$ cat src/common/pmd_pkg.sv
// ==========================================================================
// address map and field constants for the paged memory decoder
package pmd_pkg;
  localparam int          ADDR_W         = 16;
  localparam int          PAGE_REG_W     = 8;
  localparam int          PAGE_BITS_MAX  = 4;  // up to 16 pages
  localparam int          MAIN_SEGS      = 8;
  localparam int          SEC_SEGS       = 4;
  // main flash: one 32K segment per page in 8000..ffff
  localparam logic [15:0] MAIN_BASE      = 16'h8000;
  localparam logic [15:0] MAIN_LAST      = 16'hffff;
  // secondary flash: four 8K segments at 0000..7fff, page independent
  localparam logic [15:0] SEC_BASE       = 16'h0000;
  localparam logic [15:0] SEC_SEG_SIZE   = 16'h2000;
  // sram: 8K in data space
  localparam logic [15:0] SRAM_BASE      = 16'h2000;
  localparam logic [15:0] SRAM_SIZE      = 16'h2000;
  // i/o register block: 256 locations, 40 implemented
  localparam logic [15:0] IO_BASE_RST    = 16'h0200;
  localparam logic [15:0] IO_SPAN        = 16'h0100;
  localparam logic [7:0]  IO_IMPL        = 8'h28;
  // space select register layout
  localparam int          SPC_MAIN_CODE  = 0;
  localparam int          SPC_MAIN_DATA  = 1;
  localparam int          SPC_SEC_CODE   = 2;
  localparam int          SPC_SEC_DATA   = 3;
  localparam logic [3:0]  SPC_RST        = 4'h6; // main data, secondary code
  // reset and idle values of the pin synchronisers and the page register
  localparam logic [15:0] ADDR_RST       = 16'h0000;
  localparam logic [3:0]  STRB_IDLE      = 4'hf;  // strobes inactive, latch enable low
  localparam logic [7:0]  PAGE_RST       = 8'h00;
endpackage

$ cat src/design/pmd_range_sel.sv
`timescale 1ns/10ps
`default_nettype none
// ==========================================================================
// one select: address inside [base, base+size), optional page compare
module pmd_range_sel #(
  parameter logic [15:0] BASE     = 16'h0000,
  parameter logic [16:0] SIZE     = 17'h02000,
  parameter int          PAGE_W   = 4,
  parameter logic [3:0]  PAGE_NUM = 4'h0,
  parameter bit          PAGED    = 1'b0
) (
  // address and page
  input  wire logic [15:0] addr,
  input  wire logic [3:0]  page,
  input  wire logic [3:0]  page_mask,
  // qualified access
  input  wire logic        access,
  output logic             sel
);
  wire logic [16:0] offs     = {1'b0, addr} - {1'b0, BASE};
  wire logic        in_range = (addr >= BASE) && (offs < SIZE);
  wire logic        page_ok  = !PAGED || ((page & page_mask) == (PAGE_NUM & page_mask));
  // combine range, page and strobe
  assign sel = in_range && page_ok && access;
endmodule
`default_nettype wire

$ cat src/design/pmd_decoder.sv
`timescale 1ns/10ps
`default_nettype none

// timing: a settled bus level reaches the selects three clocks later,
// two clocks in the pin synchronisers and one in the output flops;
// a register write reaches the selects one clock after its write edge
module pmd_decoder #(
  parameter int PAGE_BITS = 3
) (
  // clock and reset
  input  wire logic        ref_clk,
  input  wire logic        sys_rst,
  // processor bus, active-low strobes from off chip
  input  wire logic [15:0] cpu_addr,
  input  wire logic        cpu_rd_n,
  input  wire logic        cpu_wr_n,
  input  wire logic        cpu_fetch_n,
  input  wire logic        cpu_ale,
  // register writes from the i/o block logic
  input  wire logic        page_wr,
  input  wire logic [7:0]  page_wdata,
  input  wire logic        space_wr,
  input  wire logic [3:0]  space_wdata,
  input  wire logic        io_base_wr,
  input  wire logic [7:0]  io_base_wdata,
  // selects
  output logic [7:0]       main_flash_sel,
  output logic [3:0]       secondary_flash_sel,
  output logic             sram_select,
  output logic             io_block_sel,
  output logic             io_impl_hit,
  // state
  output logic [7:0]       page_register_q,
  output logic [3:0]       space_select_register_q,
  output logic [7:0]       spare_page_bits
);
  // ==========================================================================
  // pin synchronisers
  // every bus pin comes from outside this clock, so each bit passes two flops;
  // address and strobes share the path, so they stay aligned with each other
  logic [15:0] addr_m_q;  // first stage, read only by the second
  logic [15:0] addr_q;
  logic [3:0]  strb_m_q;  // {rd_n, wr_n, fetch_n, ale_n}, first stage
  logic [3:0]  strb_q;
  // two-stage capture; reset parks the strobes at their idle levels
  always_ff @(posedge ref_clk or posedge sys_rst) begin
    if (sys_rst) begin
      addr_m_q <= pmd_pkg::ADDR_RST;
      addr_q   <= pmd_pkg::ADDR_RST;
      strb_m_q <= pmd_pkg::STRB_IDLE;
      strb_q   <= pmd_pkg::STRB_IDLE;
    end else begin
      addr_m_q <= cpu_addr;
      addr_q   <= addr_m_q;
      strb_m_q <= {cpu_rd_n, cpu_wr_n, cpu_fetch_n, ~cpu_ale};
      strb_q   <= strb_m_q;
    end
  end
  // synchronised strobes, active high
  wire logic rd    = !strb_q[3];
  wire logic wr    = !strb_q[2];
  wire logic fetch = !strb_q[1];
  wire logic ale   = !strb_q[0];

  // ==========================================================================
  // registers
  // page register: low bits page the main flash, the rest are spare outputs
  logic [7:0] page_q;
  // space select: one bit per array and space, so an array may sit in both
  logic [3:0] space_q;
  // i/o base: bits 15:8 of the relocatable 256-location window
  logic [7:0] io_base_q;
  // page, space and i/o base registers; reset restores power-up map
  // a write lands on the edge that samples it, with no need for an idle bus
  always_ff @(posedge ref_clk or posedge sys_rst) begin
    if (sys_rst) begin
      page_q    <= pmd_pkg::PAGE_RST;
      space_q   <= pmd_pkg::SPC_RST;
      io_base_q <= pmd_pkg::IO_BASE_RST[15:8];
    end else begin
      if (page_wr)    page_q    <= page_wdata;
      if (space_wr)   space_q   <= space_wdata;
      if (io_base_wr) io_base_q <= io_base_wdata;
    end
  end
  // register values for the processor to read back
  assign page_register_q         = page_q;
  assign space_select_register_q = space_q;

  // ==========================================================================
  // paging: low contiguous bits, at most four
  // a paging width over four is clamped, keeping at most 16 pages
  localparam int PB = (PAGE_BITS > pmd_pkg::PAGE_BITS_MAX) ? pmd_pkg::PAGE_BITS_MAX : PAGE_BITS;
  // ones from bit zero upward with no gap, so pages count in binary
  wire logic [3:0] page_mask = 4'((5'h01 << PB) - 5'h01);
  wire logic [3:0] page_val  = page_q[3:0] & page_mask;
  // spare bits: paging bits cleared, the upper bits pass unchanged
  wire logic [7:0] spare_mask = ~{4'h0, page_mask};
  assign spare_page_bits = page_q & spare_mask;

  // ==========================================================================
  // strobe qualification per space
  // the latch phase blanks every select so no block sees a half-formed address;
  // data space answers read or write, code space answers fetch
  wire logic data_acc = (rd || wr) && !ale;
  wire logic code_acc = fetch && !ale;
  // each array answers in the spaces that its register bits name
  wire logic main_acc = (space_q[pmd_pkg::SPC_MAIN_DATA] && data_acc)
                     || (space_q[pmd_pkg::SPC_MAIN_CODE] && code_acc);
  wire logic sec_acc  = (space_q[pmd_pkg::SPC_SEC_CODE] && code_acc)
                     || (space_q[pmd_pkg::SPC_SEC_DATA] && data_acc);

  // ==========================================================================
  // segment decoders
  wire logic [7:0] main_raw;
  wire logic [3:0] sec_raw;
  wire logic       sram_raw;
  wire logic       io_raw;
  // one range compare per segment
  genvar gi;
  generate
    // main flash: one 32K segment per page over the upper half
    for (gi = 0; gi < pmd_pkg::MAIN_SEGS; gi++) begin : g_main
      pmd_range_sel #(
        .BASE     (pmd_pkg::MAIN_BASE),
        .SIZE     (17'({1'b0, pmd_pkg::MAIN_LAST} - {1'b0, pmd_pkg::MAIN_BASE} + 17'h1)),
        .PAGE_NUM (4'(gi)),
        .PAGED    (1'b1)
      ) u_sel (
        .addr      (addr_q),
        .page      (page_val),
        .page_mask (page_mask),
        .access    (main_acc),
        .sel       (main_raw[gi])
      );
    end
    // secondary flash: four 8K segments in the lower half, any page
    for (gi = 0; gi < pmd_pkg::SEC_SEGS; gi++) begin : g_sec
      pmd_range_sel #(
        .BASE  (16'(pmd_pkg::SEC_BASE + 16'(gi) * pmd_pkg::SEC_SEG_SIZE)),
        .SIZE  ({1'b0, pmd_pkg::SEC_SEG_SIZE}),
        .PAGED (1'b0)
      ) u_sel (
        .addr      (addr_q),
        .page      (page_val),
        .page_mask (page_mask),
        .access    (sec_acc),
        .sel       (sec_raw[gi])
      );
    end
  endgenerate

  // sram: data space only, no page term
  pmd_range_sel #(
    .BASE  (pmd_pkg::SRAM_BASE),
    .SIZE  ({1'b0, pmd_pkg::SRAM_SIZE}),
    .PAGED (1'b0)
  ) u_sram (
    .addr      (addr_q),
    .page      (page_val),
    .page_mask (page_mask),
    .access    (data_acc),
    .sel       (sram_raw)
  );

  // i/o block: 256-location window at relocatable base, unpaged
  // no page term and no qualifier beyond the data strobe
  wire logic io_base_hit = (addr_q[15:8] == io_base_q);
  assign io_raw = io_base_hit && data_acc;

  // ==========================================================================
  // priority: i/o over sram over flash; nothing matched leaves all low
  // the sram overlaps secondary segment one and the i/o window may land on any
  // segment; when they share data space the i/o window takes the access, then the sram
  wire logic over_io   = io_raw;
  wire logic over_sram = io_raw || sram_raw;
  logic [7:0] main_d;
  logic [3:0] sec_d;
  logic       sram_d;
  logic       io_d;
  logic       impl_d;
  assign main_d = over_sram ? 8'h00 : main_raw;
  assign sec_d  = over_sram ? 4'h0  : sec_raw;
  assign sram_d = sram_raw && !over_io;
  assign io_d   = io_raw;
  // implemented flag: offset below the count of registers in use
  assign impl_d = io_raw && (addr_q[7:0] < pmd_pkg::IO_IMPL);

  // registered select outputs
  // held low through reset so no block sees a stray access
  always_ff @(posedge ref_clk or posedge sys_rst) begin
    if (sys_rst) begin
      main_flash_sel      <= 8'h00;
      secondary_flash_sel <= 4'h0;
      sram_select         <= 1'b0;
      io_block_sel        <= 1'b0;
      io_impl_hit         <= 1'b0;
    end else begin
      main_flash_sel      <= main_d;
      secondary_flash_sel <= sec_d;
      sram_select         <= sram_d;
      io_block_sel        <= io_d;
      io_impl_hit         <= impl_d;
    end
  end
endmodule
`default_nettype wire

$ cat config.mk
export PLATFORM = sky130hd
export DESIGN_NAME = pmd_decoder
export DESIGN_NICKNAME = d
export VERILOG_FILES = /design/src/common/pmd_pkg.sv /design/src/design/pmd_range_sel.sv /design/src/design/pmd_decoder.sv
export SDC_FILE = /design/constraint.sdc
export NUM_CORES = 1
export LEC_CHECK = 0
export ABC_AREA = 1
export BUFFER_PORTS_ARGS = -buffer_cell sky130_fd_sc_hd__buf_2
export CAP_MARGIN = 25
export CORE_ASPECT_RATIO = 0.9
export CORE_MARGIN = 5
export CORE_UTILIZATION = 25
export DETAILED_ROUTE_END_ITERATION = 10
export HOLD_SLACK_MARGIN = 0.06
export SLEW_MARGIN = 20
export SYNTH_ARGS = -nofsm -noshare
export SYNTH_HDL_FRONTEND = slang
export SYNTH_SLANG_ARGS = --single-unit
$ cat constraint.sdc
create_clock -name ref_clk -period 2 [get_ports ref_clk]
set_clock_uncertainty 0.1 [all_clocks]
set_input_delay 0.2 -clock ref_clk [delete_from_list [all_inputs] [get_ports ref_clk]]
set_output_delay 0.2 -clock ref_clk [all_outputs]
set_load 0.1 [all_outputs]
# Yosys cells after proc, flatten, opt, wreduce, memory -nomap -nowiden
# Index checks and enable logic that the tools add are counted.
dict set report word_totals {
  ff_bits 75
  word_cells 82
  mem_bits_rw 0
  latchBits 0
  memories 0
  out_inout_bits 35
  inputBits 45
  rom_bits 0
}
dict set report classes {
  add_sub_neg 4
  n_shift 0
  n_reduce_logical 44
  n_mux 2
  n_lt_le_gt_ge 11
  n_eq_ne 8
  multipliers 0
  bitwise_logic 1
  n_div 0
}
# op count
set ops {}
lappend ops {{17-bit by 14-bit < comparator with 1-bit output (second input constant)} 3}
lappend ops {{1-bit logical AND} 35}
lappend ops {{16-bit by 15-bit subtractor with 17-bit output (second input constant)} 2}
lappend ops {{16-bit by 15-bit greater-or-equal comparator with 1-bit output (second input constant)} 2}
lappend ops {{17-bit by 16-bit < comparator with 1-bit output (second input constant)} 1}
lappend ops {{16-bit by 14-bit subtractor with 17-bit output (second input constant)} 1}
lappend ops {{16-bit by 16-bit subtractor with 17-bit output (second input constant)} 1}
lappend ops {{16-bit by 1-bit greater-or-equal comparator with 1-bit output (second input constant)} 1}
lappend ops {{16-bit by 14-bit greater-or-equal comparator with 1-bit output (second input constant)} 1}
lappend ops {{16-bit greater-or-equal comparator (second input constant)} 1}
lappend ops {{16-bit by 14-bit < comparator with 1-bit output (second input constant)} 1}
lappend ops {{3-bit equality test (second input constant)} 4}
lappend ops {{8-bit equality test} 1}
lappend ops {{8-bit by 6-bit < comparator with 1-bit output (second input constant)} 1}
lappend ops {{8-bit 2-to-1 mux} 1}
lappend ops {{3-bit by 2-bit equality test with 1-bit output (second input constant)} 2}
lappend ops {{1-bit logical NOT} 4}
lappend ops {{4-bit logical NOT} 1}
lappend ops {{1-bit logical OR} 4}
lappend ops {{4-bit 2-to-1 mux} 1}
lappend ops {{3-bit by 1-bit equality test with 1-bit output (second input constant)} 1}
lappend ops {{1-bit NOT} 1}

# Depth between registers and ports, before layout
# Gate-level depths: netlist of run 1.
dict set report logic_depth {
  depth_word 7
  mapped_depth 9
  ltp_nobuf 8
}

# Cells and area by module
# From an unflattened synthesis of run 1, not the netlist that was laid out.
dict set report hier_totals {
  cells_unflattened 373
  area_unflattened_um2 3285.7
}
# mod cells_each seq_area_each_um2 n_inst area_each_um2
set modules_own_cells {}
lappend modules_own_cells {pmd_decoder 215 1890.6 1 2597.5}
lappend modules_own_cells {{pmd_range_sel at g_sec[1].u_sel ...} 19 0.0 2 90.1}
lappend modules_own_cells {{pmd_range_sel at g_sec[3].u_sel} 21 0.0 1 102.6}
lappend modules_own_cells {{pmd_range_sel at g_sec[2].u_sel} 19 0.0 1 88.8}
lappend modules_own_cells {{pmd_range_sel at g_main[3].u_sel ...} 11 0.0 2 42.5}
lappend modules_own_cells {{pmd_range_sel at g_main[1].u_sel ...} 8 0.0 2 32.5}
lappend modules_own_cells {{pmd_range_sel at g_main[7].u_sel} 10 0.0 1 40.0}
lappend modules_own_cells {{pmd_range_sel at g_main[2].u_sel} 10 0.0 1 38.8}
lappend modules_own_cells {{pmd_range_sel at g_main[5].u_sel} 9 0.0 1 36.3}
lappend modules_own_cells {{pmd_range_sel at g_main[0].u_sel} 7 0.0 1 28.8}
lappend modules_own_cells {{pmd_range_sel at g_sec[0].u_sel} 6 0.0 1 22.5}

# Worst setup path before layout of run 1
# OpenSTA, ideal clock, no wires.
dict set report synth_path {
  kind {reg2reg}
  startpoint {reg addr_q[15]}
  endpoint {reg main_flash_sel[4]}
  setup_time_ns 0.122
  t_required_ns 1.778
  path_buffers 2
  arrival_time_ns 1.663
  stages_incl_launch_ff 10
  setup_slack_ns 0.115
  period_less_slack_ns 1.885
  cell_sequence {dfrtp_1 > clkbuf_1 > inv_1 > ha_1 > nand3_1 > a21oi_1 > nand3_2 > nand2_2 > buf_6 > nor2_1}
}
dict set report synth_via {
  elab_chain_cells 6
  elab_cells_between_ends 15
  cone_classes {add/sub (2); order compare (4); eq/ne (1); mux (1); reduce/logical (7)}
}
# item line
set synth_lines {}
lappend synth_lines {{start, declared} pmd_decoder.sv:42} ;# logic [15:0] addr_q;
lappend synth_lines {{start signal, assigned} pmd_decoder.sv:49} ;# addr_q <= pmd_pkg::ADDR_RST;
lappend synth_lines {{start signal, assigned} pmd_decoder.sv:54} ;# addr_q <= addr_m_q;
lappend synth_lines {{16-bit by 16-bit subtractor with 17-bit output or 16-bit by 14-bit subtractor with 17-bit output (tied branches)} pmd_range_sel.sv:20} ;# wire logic [16:0] offs = {1'b0, addr} - {1'b0, BASE};
lappend synth_lines {{17-bit by 16-bit < comparator with 1-bit output or 17-bit by 14-bit < comparator with 1-bit output (tied branches)} pmd_range_sel.sv:21} ;# wire logic in_range = (addr >= BASE) && (offs < SIZE);
lappend synth_lines {{1-bit logical AND} pmd_range_sel.sv:21}
lappend synth_lines {{1-bit logical AND} pmd_range_sel.sv:24} ;# assign sel = in_range && page_ok && access;
lappend synth_lines {{1-bit logical AND or 1-bit logical OR (tied branches)} {pmd_range_sel.sv:24, pmd_decoder.sv:176}}
lappend synth_lines {{8-bit 2-to-1 mux *} pmd_decoder.sv:182} ;# assign main_d = over_sram ? 8'h00 : main_raw;
lappend synth_lines {{named net main_d[4]} pmd_decoder.sv:177} ;# logic [7:0] main_d;
lappend synth_lines {{end signal, assigned} pmd_decoder.sv:199} ;# main_flash_sel <= main_d;
lappend synth_lines {{end, declared} pmd_decoder.sv:27} ;# output logic [7:0] main_flash_sel,
# The timed path passes the listed nets; every way through them passes the cells marked *.
# A chain may end at the register's enable or synchronous reset.

==> results of run 1 <==
## placed cells by master (no fill, tap or decap), types with 2 or more instances in the layout
cell,netlist,final
ha_1,6,6
clkbuf_1,1,4
clkinvlp_4,0,2
clkbuf_16,0,9
or2_0,2,2
xor2_1,2,2
dfstp_2,11,11
nor2_1,27,27
xnor2_1,3,3
conb_1,1,3
nand2_1,24,24
buf_4,8,3
inv_1,23,22
buf_2,2,76
a21oi_1,3,3
dlygate4sd3_1,0,45
dfrtp_1,64,64
nor3_1,2,2
nand3_1,10,10
mux2_2,13,13
o21ai_0,8,8
nand4_1,10,10
## worst reg2reg max path, cell delays in order (launching register included)
cell,delay (ns)
dfrtp_1,0.45
nor2_1,0.08
ha_1,0.27
nand3_1,0.07
a21oi_1,0.21
nand3_2,0.12
nand2_2,0.20
nor2_1,0.08
## worst min path at each step
stage	end	start	depth (start not counted)	slack, ns
2_1_floorplan	strb_m_q[1]	cpu_fetch_n	0	0.10
3_3_place_gp	addr_m_q[3]	sys_rst	2	0.13
3_5_place_dp	addr_m_q[3]	sys_rst	2	0.13
4_1_cts	space_select_register_q[0]	space_wr	2	0.08
5_1_grt	space_select_register_q[2]	space_wr	2	0.13
6_report	space_select_register_q[0]	space_wr	2	0.11
## registers in the layout (all words and copies together), names as in the netlist
name and count:
io_impl_hit 1, sram_select 1, addr_m_q 16, io_block_sel 1, page_register_q 8, secondary_flash_sel 4
addr_q 16, space_select_register_q 4, main_flash_sel 8, strb_m_q 4, io_base_q 8, strb_q 4
## synth_stat cells
| library cell | n | share of area [%] |
|---|---|---|
| nand4_1 | 10 | 2.3 |
| o21ai_1 | 1 | 0.18 |
| nand2_2 | 1 | 0.23 |
| buf_4 | 8 | 2.2 |
| nand2_1 | 24 | 3.3 |
| or2_0 | 2 | 0.46 |
| nor2_1 | 27 | 3.7 |
| xor2_1 | 2 | 0.64 |
| buf_2 | 2 | 0.36 |
| inv_1 | 23 | 3.1 |
| conb_1 | 1 | 0.14 |
| dfstp_2 | 11 | 11 |
| buf_6 | 1 | 0.41 |
| nor2_2 | 1 | 0.23 |
| nor3_1 | 2 | 0.36 |
| ha_1 | 6 | 2.7 |
| nor3b_1 | 1 | 0.27 |
| o21ai_0 | 8 | 1.5 |
| nand3_1 | 10 | 1.8 |
| dfrtp_1 | 64 | 58 |
| clkbuf_1 | 1 | 0.14 |
| a21oi_1 | 3 | 0.55 |
| mux2_2 | 13 | 5.3 |
| xnor2_1 | 3 | 0.96 |
| nand3_2 | 1 | 0.36 |
## per-layer routing
| layer | vias up | global-route usage, % |
|---|---|---|
| li1 | 964 | - |
| met1 | 914 | 10.7 |
| met2 | 52 | 15.7 |
| met3 | 18 | 2.83 |
| met4 | 0 | 6.80 |
| met5 | - | 0 |
## power by group
part | internal (mW) | total (mW) | switching [mW]
Sequential | 1.61 | 1.66 | 0.0462
Combinational | 0.183 | 0.644 | 0.461
Clock | 1.00 | 1.56 | 0.559
Total | 2.80 | 3.86 | 1.07
## final cells by class
class | instances | area [um2]
Multi-Input combinational cell | 118 | 693
Clock inverter | 2 | 37.5
Timing Repair Buffer | 125 | 873
Fill cell | 1059 | 6810
Tap cell | 133 | 166
Sequential cell | 75 | 1890
Clock buffer | 14 | 254
Inverter | 23 | 90.1
## repair_timing
item,CTS,global route
hold endpoints to repair,57,0
hold buffers,45,0
setup endpoints to repair,0,0
## stage by stage
stage | utilization [%] | area (um2) | cells | power (mW) | hold slack [ns]
2_1_floorplan | - | 2760 | 228 | 2.15 | 0.104
3_3_place_gp | 30.2 | 3260 | 429 | 2.25 | 0.135
3_5_place_dp | 30.2 | 3260 | 429 | 2.26 | 0.132
4_1_cts | 37.0 | 4010 | 490 | 3.92 | 0.0843
5_1_grt | 37.0 | 4010 | 490 | 4.02 | 0.125
6_report | 37.0 | 4010 | 490 | 3.86 | 0.107
## cell families (layout without fill, tap and decap cells)
family / Yosys count / count (layout)
AND/OR/NAND/NOR: 79 / 79
flip-flops: 75 / 75
buffers and inverters: 35 / 164
multiplexers: 13 / 13
AO/OA/AOI/OAI: 12 / 12
adder cells (fa/ha/maj): 6 / 6
XOR/XNOR: 5 / 5
other: 1 / 3
==> flow_summary_export.csv, run 1 <==
group,metric,value,unit
setup_path,cp_max_fo,1,
placed_design,gp_congestion,0.779,
synth,avgSynthCellArea,12.2,um2
timing,period_needed,1.99,ns
setup_path,rr_worst_depth,7,
floorplanning,design.core.area,10800,um2
setup_path,timing.critical_path.slowest_cell_delay,0.57,ns
setup_path,crit_family,"buffers and inverters",
setup_path,cp.depth,6,
synth,ys_ff_latch,75,
cts,cts_resized,0,
setup_path,regToRegSetupSlack,0.31,ns
synth,yosys.area_share.simple,13.0,%
flow_run,maxCapViolCount,0,
timing,clock.fmax,0.503,GHz
timing,slew_headroom,64.6,%
outcome,run_status,"finished clean",
worst_hold_path,hold_class,"in2reg",
setup_path,required,2.11,ns
synth,synth_cells,226,
power,power.leakage,1.97,nW
setup_path,cp.buffers_inverters,4,
cts,cts-root-buf,"clkbuf_16",
detailed_routing,highest_layer,"met4",
placed_design,dp.final_hpwl,4.23,mm
synth,synthMuxAreaShare,5.33,%
detailed_routing,firstDrtPassIters,4,
cells_and_area,synthToLayoutAreaGrowth,45.8,%
synth,synth.cell_area,2750,um2
cts,clk_pin_slew,0.06,ns
timing,finalMaxSlewViolations,0,
setup_path,crit_path_cell_trace,"dlygate4sd3_1 -> buf_2 -> nand2_1 -> dlygate4sd3_1 -> o21ai_0 -> dlygate4sd3_1",
detailed_routing,routedWlPerCell,12.0,um
cts,clockBufferDepth,2,
detailed_routing,viasPerCell,3.98,
detailed_routing,drt_iter0_drc,40,
global_route,grt_max_degree,30,
synth,synth_compound_area_share,2.19,%
timing,setup_tns,0,ns
cts,ctsHtreeMaxLevel,3,
timing,setup-violations-final,0,
floorplanning,dieArea,13200,um2
timing,worst_slack,0.0105,ns
global_route,grt-ovfl-total,0,
floorplanning,fp.dieH,109,um
cells_and_area,fin_nets,403,
setup_path,cpMostUsedCell,"dlygate4sd3_1",
synth,synth.distinct_cells,25,
cts,numCtsBuffers,9,
floorplanning,ios,80,
timing,hold_viol,0,
global_route,grt_pass1_vias,2055,
setup_path,worstSetupEndpoint,"space_select_register_q[3]",
placed_design,port_buffers,76,
detailed_routing,vias,1948,
setup_path,worstSetupPathType,"in2reg",
timing,worst_pin_slew,0.527,ns
cts,postCtsSetupRepairBufs,0,
synth,synthXorXnorAreaFrac,1.59,%
cts,cts_sinks,75,
setup_path,reg2reg_from,"addr_q[13]",
synth,yosys_warnings,0,
power,peakVddDrop,394,uV
cells_and_area,final_layout_size_suffix_gt1_share,33.6,%
placed_design,post-place-ws,0.330,ns
global_route,antenna_found_initial,0,
detailed_routing,met2WireLength,3.01,mm
timing,rsz0062_at_grt,"no",
floorplanning,rows,36,
global_route,grt_usage,9.55,%
setup_path,cp_slowest_cell,"dlygate4sd3_1",
global_route,grt_pass1_wl,9.49,mm
floorplanning,start_util,25.4,%
setup_path,crit_start,"space_wdata[3]",
synth,synth_top_family_by_area,"simple AND/OR/NAND/NOR gates",
setup_path,worstPathArrival,2.10,ns
setup_path,end_kind,"flop",
setup_path,startpoint_type,"primary input",
cts,clock_latency,0.33,ns
detailed_routing,wl,5.88,mm
synth,synth-adder-area-share,2.73,%
detailed_routing,drc,0,
cts,cts_tree,"yes",
timing,period_share,99.5,%
setup_path,regToRegEndpoint,"main_flash_sel[4]",
power,power_density,965,nW/um2
detailed_routing,wl_met1,2.37,mm
detailed_routing,ant_nets,0,
detailed_routing,dr_wl_met3,254,um
cells_and_area,antenna_cells,0,
synth,synth-seq-area-share,68.8,%
floorplanning,die_w,121,um
No activity file was read; power rests on OpenSTA's default activity.
==> inputs of run 2 (changes only) <==
--- a/config.mk
+++ b/config.mk
@@ -6,12 +6,12 @@
 export NUM_CORES = 1
 export LEC_CHECK = 0
 export ABC_AREA = 1
-export BUFFER_PORTS_ARGS = -buffer_cell sky130_fd_sc_hd__buf_2
 export CAP_MARGIN = 25
 export CORE_ASPECT_RATIO = 0.9
 export CORE_MARGIN = 5
 export CORE_UTILIZATION = 25
 export DETAILED_ROUTE_END_ITERATION = 10
+export DONT_BUFFER_PORTS = 1
 export HOLD_SLACK_MARGIN = 0.06
 export SLEW_MARGIN = 20
 export SYNTH_ARGS = -nofsm -noshare
==> run 2 against run 1 <==
  * Final area decreased by 4.2%
  * Total power rose by 2.5%
  * Worst hold slack improved by 0.13 ns
  * Via count fell by 10%
  * Clock power rose by 8%
  * Global-route usage shrank 0.68 points
  * Critical endpoint is now secondary_flash_sel[3]
  * Combinational power is 5.4% lower
==> flow_summary_export.csv, run 2 (same netlist as run 1, synthesis figures left out) <==
group,metric,value,unit
outcome,run_status,"finished clean",
cells_and_area,final_layout_size_suffix_gt1_share,25.2,%
power,power.total,3.96,mW
worst_hold_path,hold_depth,0,
setup_path,rr_worst_depth,7,
cells_and_area,synthToLayoutAreaGrowth,39.7,%
placed_design,post-place-ws,0.302,ns
cells_and_area,seq_area,1900,um2
timing,clock.fmax,0.588,GHz
power,peakVddDrop,438,uV
cells_and_area,fillerInstances,1072,
setup_path,cp_slowest_cell,"dfstp_2",
placed_design,dp.final_hpwl,3.93,mm
floorplanning,start_util,25.4,%
cts,clk_pin_slew,0.06,ns
floorplanning,die_w,121,um
flow_run,maxCapViolCount,0,
detailed_routing,firstDrtPassIters,4,
power,power.leakage,1.78,nW
cts,cts_tree,"yes",
setup_path,crit_family,"simple AND/OR/NAND/NOR gates",
worst_hold_path,hold_class,"reg2reg",
timing,hold_viol,0,
floorplanning,dieArea,13200,um2
timing,whs,0.241,ns
cts,cts_resized,0,
timing,setup_tns,0,ns
setup_path,cp.depth,7,
cells_and_area,layout_common_cells,"dfrtp_1, dlygate4sd3_1, buf_4",
detailed_routing,drt_iter0_drc,74,
setup_path,crit_path_cell_trace,"nand2_1 -> inv_1 -> nand3_1 -> nor2_1 -> nand3_1 -> nand2_2 -> nor2_1",
cts,postCtsSetupRepairBufs,0,
cts,cts_sinks,75,
timing,worst_slack,0.300,ns
timing,period_needed,1.70,ns
floorplanning,design.core.area,10800,um2
global_route,antenna_found_initial,1,
cells_and_area,final_common_cell,"dfrtp_1",
global_route,grt-ovfl-total,0,
detailed_routing,drc,0,
setup_path,worstPathArrival,1.80,ns
cells_and_area,fin_nets,351,
timing,slew_headroom,63.7,%
global_route,grt_pass1_wl,8.93,mm
setup_path,timing.critical_path.slowest_cell_delay,0.55,ns
timing,rsz0062_at_grt,"no",
timing,period_share,85.0,%
setup_path,startpoint_type,"flop",
placed_design,gp_congestion,0.779,
detailed_routing,ant_nets,0,
timing,finalMaxSlewViolations,0,
detailed_routing,vias,1746,
setup_path,required,2.10,ns
setup_path,cp.buffers_inverters,1,
timing,worst_pin_slew,0.548,ns
floorplanning,ios,80,
detailed_routing,routedWlPerCell,12.6,um
setup_path,crit_start,"strb_q[0]",
worst_hold_path,hold_start,"addr_m_q[12]",
cells_and_area,reg_top3,"addr_m_q (16), addr_q (16)",
global_route,grt_usage,8.87,%
floorplanning,rows,36,
timing,setup-violations-final,0,
placed_design,port_buffers,0,
setup_path,end_kind,"flop",
global_route,grt_max_degree,76,
setup_path,reg2reg_from,"strb_q[0]",
cts,cts-root-buf,"clkbuf_16",
cells_and_area,multi_input_area,693,um2
cts,clockBufferDepth,2,
global_route,grt_pass1_vias,1883,
detailed_routing,wl,5.53,mm
cts,ctsHtreeMaxLevel,3,
cts,numCtsBuffers,9,
setup_path,cp_max_fo,12,
power,power_density,1030,nW/um2
cts,hold_buffers,44,
detailed_routing,viasPerCell,3.98,
floorplanning,fp.dieH,109,um
cts,clock_latency,0.33,ns
setup_path,worstSetupPathType,"reg2reg",
==> run 2: per-layer routing <==
layer  share of wire (%)  vias to the layer above  global-route usage (%)
li1                    -                      867                       -
met1                  42                      822                    10.6
met2                  50                       44                    14.3
met3                 4.3                       13                    2.31
met4                 3.1                        0                    5.74
met5                   0                        -                       0
==> run 2: metrics by stage <==
stage | instances | utilization [%] | area (um2)
2_1_floorplan | 228 | - | 2760
5_1_grt | 439 | 35.5 | 3840
3_5_place_dp | 378 | 28.5 | 3080
3_3_place_gp | 378 | 28.5 | 3080
6_report | 439 | 35.5 | 3840
4_1_cts | 438 | 35.5 | 3830
==> run 2: report_power, final <==
part / switching, mW / total, mW / internal (mW)
clock: 0.597 / 1.69 / 1.09
combinational: 0.447 / 0.609 / 0.162
sequential: 0.0442 / 1.66 / 1.62
==> run 2: final timing paths <==
path | to | slack, ns
worst max-delay path | secondary_flash_sel[3] | 0.30
worst min-delay path | addr_q[12] | 0.24
worst max register to register | secondary_flash_sel[3] | 0.30
worst min register to register | addr_q[12] | 0.24
max in group asynchronous | io_base_q[1] | 1.10
min in group asynchronous | page_register_q[7] | 0.38
==> run 2: area by class of cell <==
| type | count | area share, % |
|---|---|---|
| antenna | 1 | 0.0652 |
| clock buffer | 10 | 5.97 |
| clock inverter | 6 | 2.31 |
| inverter | 23 | 2.35 |
| multi-input combinational | 118 | 18.1 |
| sequential | 75 | 49.4 |
| tap | 133 | 4.34 |
| timing repair buffer | 73 | 17.5 |
==> inputs of run 3 (changes only) <==
--- a/config.mk
+++ b/config.mk
@@ -9,7 +9,7 @@
 export CAP_MARGIN = 25
 export CORE_ASPECT_RATIO = 0.9
 export CORE_MARGIN = 5
-export CORE_UTILIZATION = 25
+export CORE_UTILIZATION = 23
 export DETAILED_ROUTE_END_ITERATION = 10
 export DONT_BUFFER_PORTS = 1
 export HOLD_SLACK_MARGIN = 0.06
==> run 3 against run 2 <==
  * Global-route usage decreased by 0.28 points
  * Critical path depth unchanged
  * Clock-buffer cell count increased by 1
  * Wire length increased by 3.4%
  * Sequential power about the same
  * Fmax increased by 1.7%
  * Combinational power increased by 0.7%
  * Core utilization decreased by 2.2 points
  * Non-clock buffer count increased by 1
  * Via count increased by 2.3%
  * Largest cell class unchanged
==> flow_summary_export.csv, run 3 (same netlist as run 1, synthesis figures left out) <==
group,metric,value,unit
setup_path,cpMostUsedCell,"nor2_1",
setup_path,cp.buffers_inverters,0,
timing,setup-violations-final,0,
worst_hold_path,hold_class,"reg2reg",
detailed_routing,wl,5.71,mm
floorplanning,design.core.area,11600,um2
setup_path,end_kind,"flop",
placed_design,dp.final_hpwl,4.14,mm
outcome,run_status,"finished clean",
cts,ctsHtreeMaxLevel,3,
setup_path,required,2.10,ns
timing,hold_viol,0,
cells_and_area,final_cell_area,3860,um2
detailed_routing,viasPerCell,3.87,
setup_path,worstPathArrival,1.78,ns
detailed_routing,vias,1787,
detailed_routing,drt_iter0_drc,25,
floorplanning,fp.dieH,114,um
floorplanning,die_w,125,um
cells_and_area,utilization,33.3,%
cells_and_area,instances_no_fill,462,
cells_and_area,fin_nets,352,
floorplanning,start_util,23.7,%
floorplanning,rows,37,
timing,rsz0062_at_grt,"no",
cts,postCtsSetupRepairBufs,0,
global_route,grt_usage,8.59,%
placed_design,place_area,3110,um2
detailed_routing,drc,0,
setup_path,startpoint_type,"flop",
setup_path,cp_max_fo,12,
setup_path,timing.critical_path.slowest_cell_delay,0.45,ns
detailed_routing,firstDrtPassIters,5,
flow_run,maxCapViolCount,0,
cts,clk_pin_slew,0.06,ns
global_route,grt_pass1_vias,1944,
floorplanning,ios,80,
cts,numCtsBuffers,9,
timing,setup_tns,0,ns
timing,period_needed,1.67,ns
cts,cts_resized,0,
timing,worst_pin_slew,0.550,ns
cells_and_area,final_common_cell,"dfrtp_1",
setup_path,crit_family,"simple AND/OR/NAND/NOR gates",
timing,slew_headroom,63.7,%
timing,period_share,83.6,%
placed_design,gp_congestion,0.802,
floorplanning,dieArea,14200,um2
setup_path,worstSetupPathType,"reg2reg",
global_route,grt_max_degree,35,
cells_and_area,reg_top3,"addr_m_q (16), addr_q (16)",
global_route,grt-ovfl-total,0,
power,power.leakage,1.78,nW
timing,clock.fmax,0.598,GHz
setup_path,cp_slowest_cell,"dfrtp_1",
power,power_density,1000,nW/um2
cts,cts-root-buf,"clkbuf_16",
cells_and_area,layout_common_cells,"dfrtp_1, dlygate4sd3_1, buf_4",
power,peakVddDrop,416,uV
cts,cts_tree,"yes",
cts,cts_sinks,75,
cells_and_area,synthToLayoutAreaGrowth,40.4,%
placed_design,dp_cells,402,
timing,finalMaxSlewViolations,0,
detailed_routing,routedWlPerCell,12.4,um
placed_design,port_buffers,0,
cells_and_area,final_layout_size_suffix_gt1_share,25.6,%
setup_path,crit_path_cell_trace,"nor2_1 -> ha_1 -> nand3_1 -> a21oi_1 -> nand3_2 -> nand2_2 -> nor2_1",
power,power.total,3.87,mW
global_route,antenna_found_initial,1,
detailed_routing,ant_nets,0,
cts,clockBufferDepth,2,
cts,clock_latency,0.33,ns
global_route,grt_pass1_wl,9.48,mm
[run 3: where the power goes]
group	switching [mW]	internal, mW	leakage (nW)
Sequential	0.0454	1.62	0.894
Clock	0.574	1.02	0.144
Combinational	0.450	0.163	0.738
Total	1.07	2.80	1.78
[run 3: repair_timing]
action,in CTS,in global routing
endpoints found under the hold margin,85,0
hold buffers,44,0
setup endpoints to repair,0,0
[run 3: metal layers]
| layer | track usage (%) | vias to the layer above | wire, um |
|---|---|---|---|
| met5 | 0 | - | 0 |
| met4 | 4.70 | 0 | 172 |
| met3 | 2.76 | 17 | 277 |
| met2 | 15.0 | 53 | 2910 |
| met1 | 9.32 | 854 | 2360 |
| li1 | - | 863 | - |
[run 3: final timing paths]
check	slack [ns]	from	cells after the start	endpoint
max in group asynchronous	0.86	sys_rst	3	io_base_q[1]
hold reg to reg	0.24	addr_m_q[12]	0	addr_q[12]
hold / removal	0.24	addr_m_q[12]	0	addr_q[12]
setup reg to reg	0.33	addr_q[13]	7	main_flash_sel[6]
setup / recovery	0.33	addr_q[13]	7	main_flash_sel[6]
min in group asynchronous	0.28	sys_rst	2	addr_q[6]
[run 3: stage by stage]
stage	setup WS [ns]	hold WS, ns
2_1_floorplan	0.115	0.104
3_3_place_gp	0.319	0.0337
3_5_place_dp	0.290	0.0251
4_1_cts	0.284	0.245
5_1_grt	0.194	0.248
6_report	0.329	0.240
[run 3: layout make-up]
class	count	area (um2)
flip-flops and latches	75	1900
well taps	156	195
multi-input cells	118	693
diodes	1	2.50
repair buffers	74	678
inverters	23	90.1
clock buffers	11	253
clock inverters	4	50.0
fillers	1160	7710
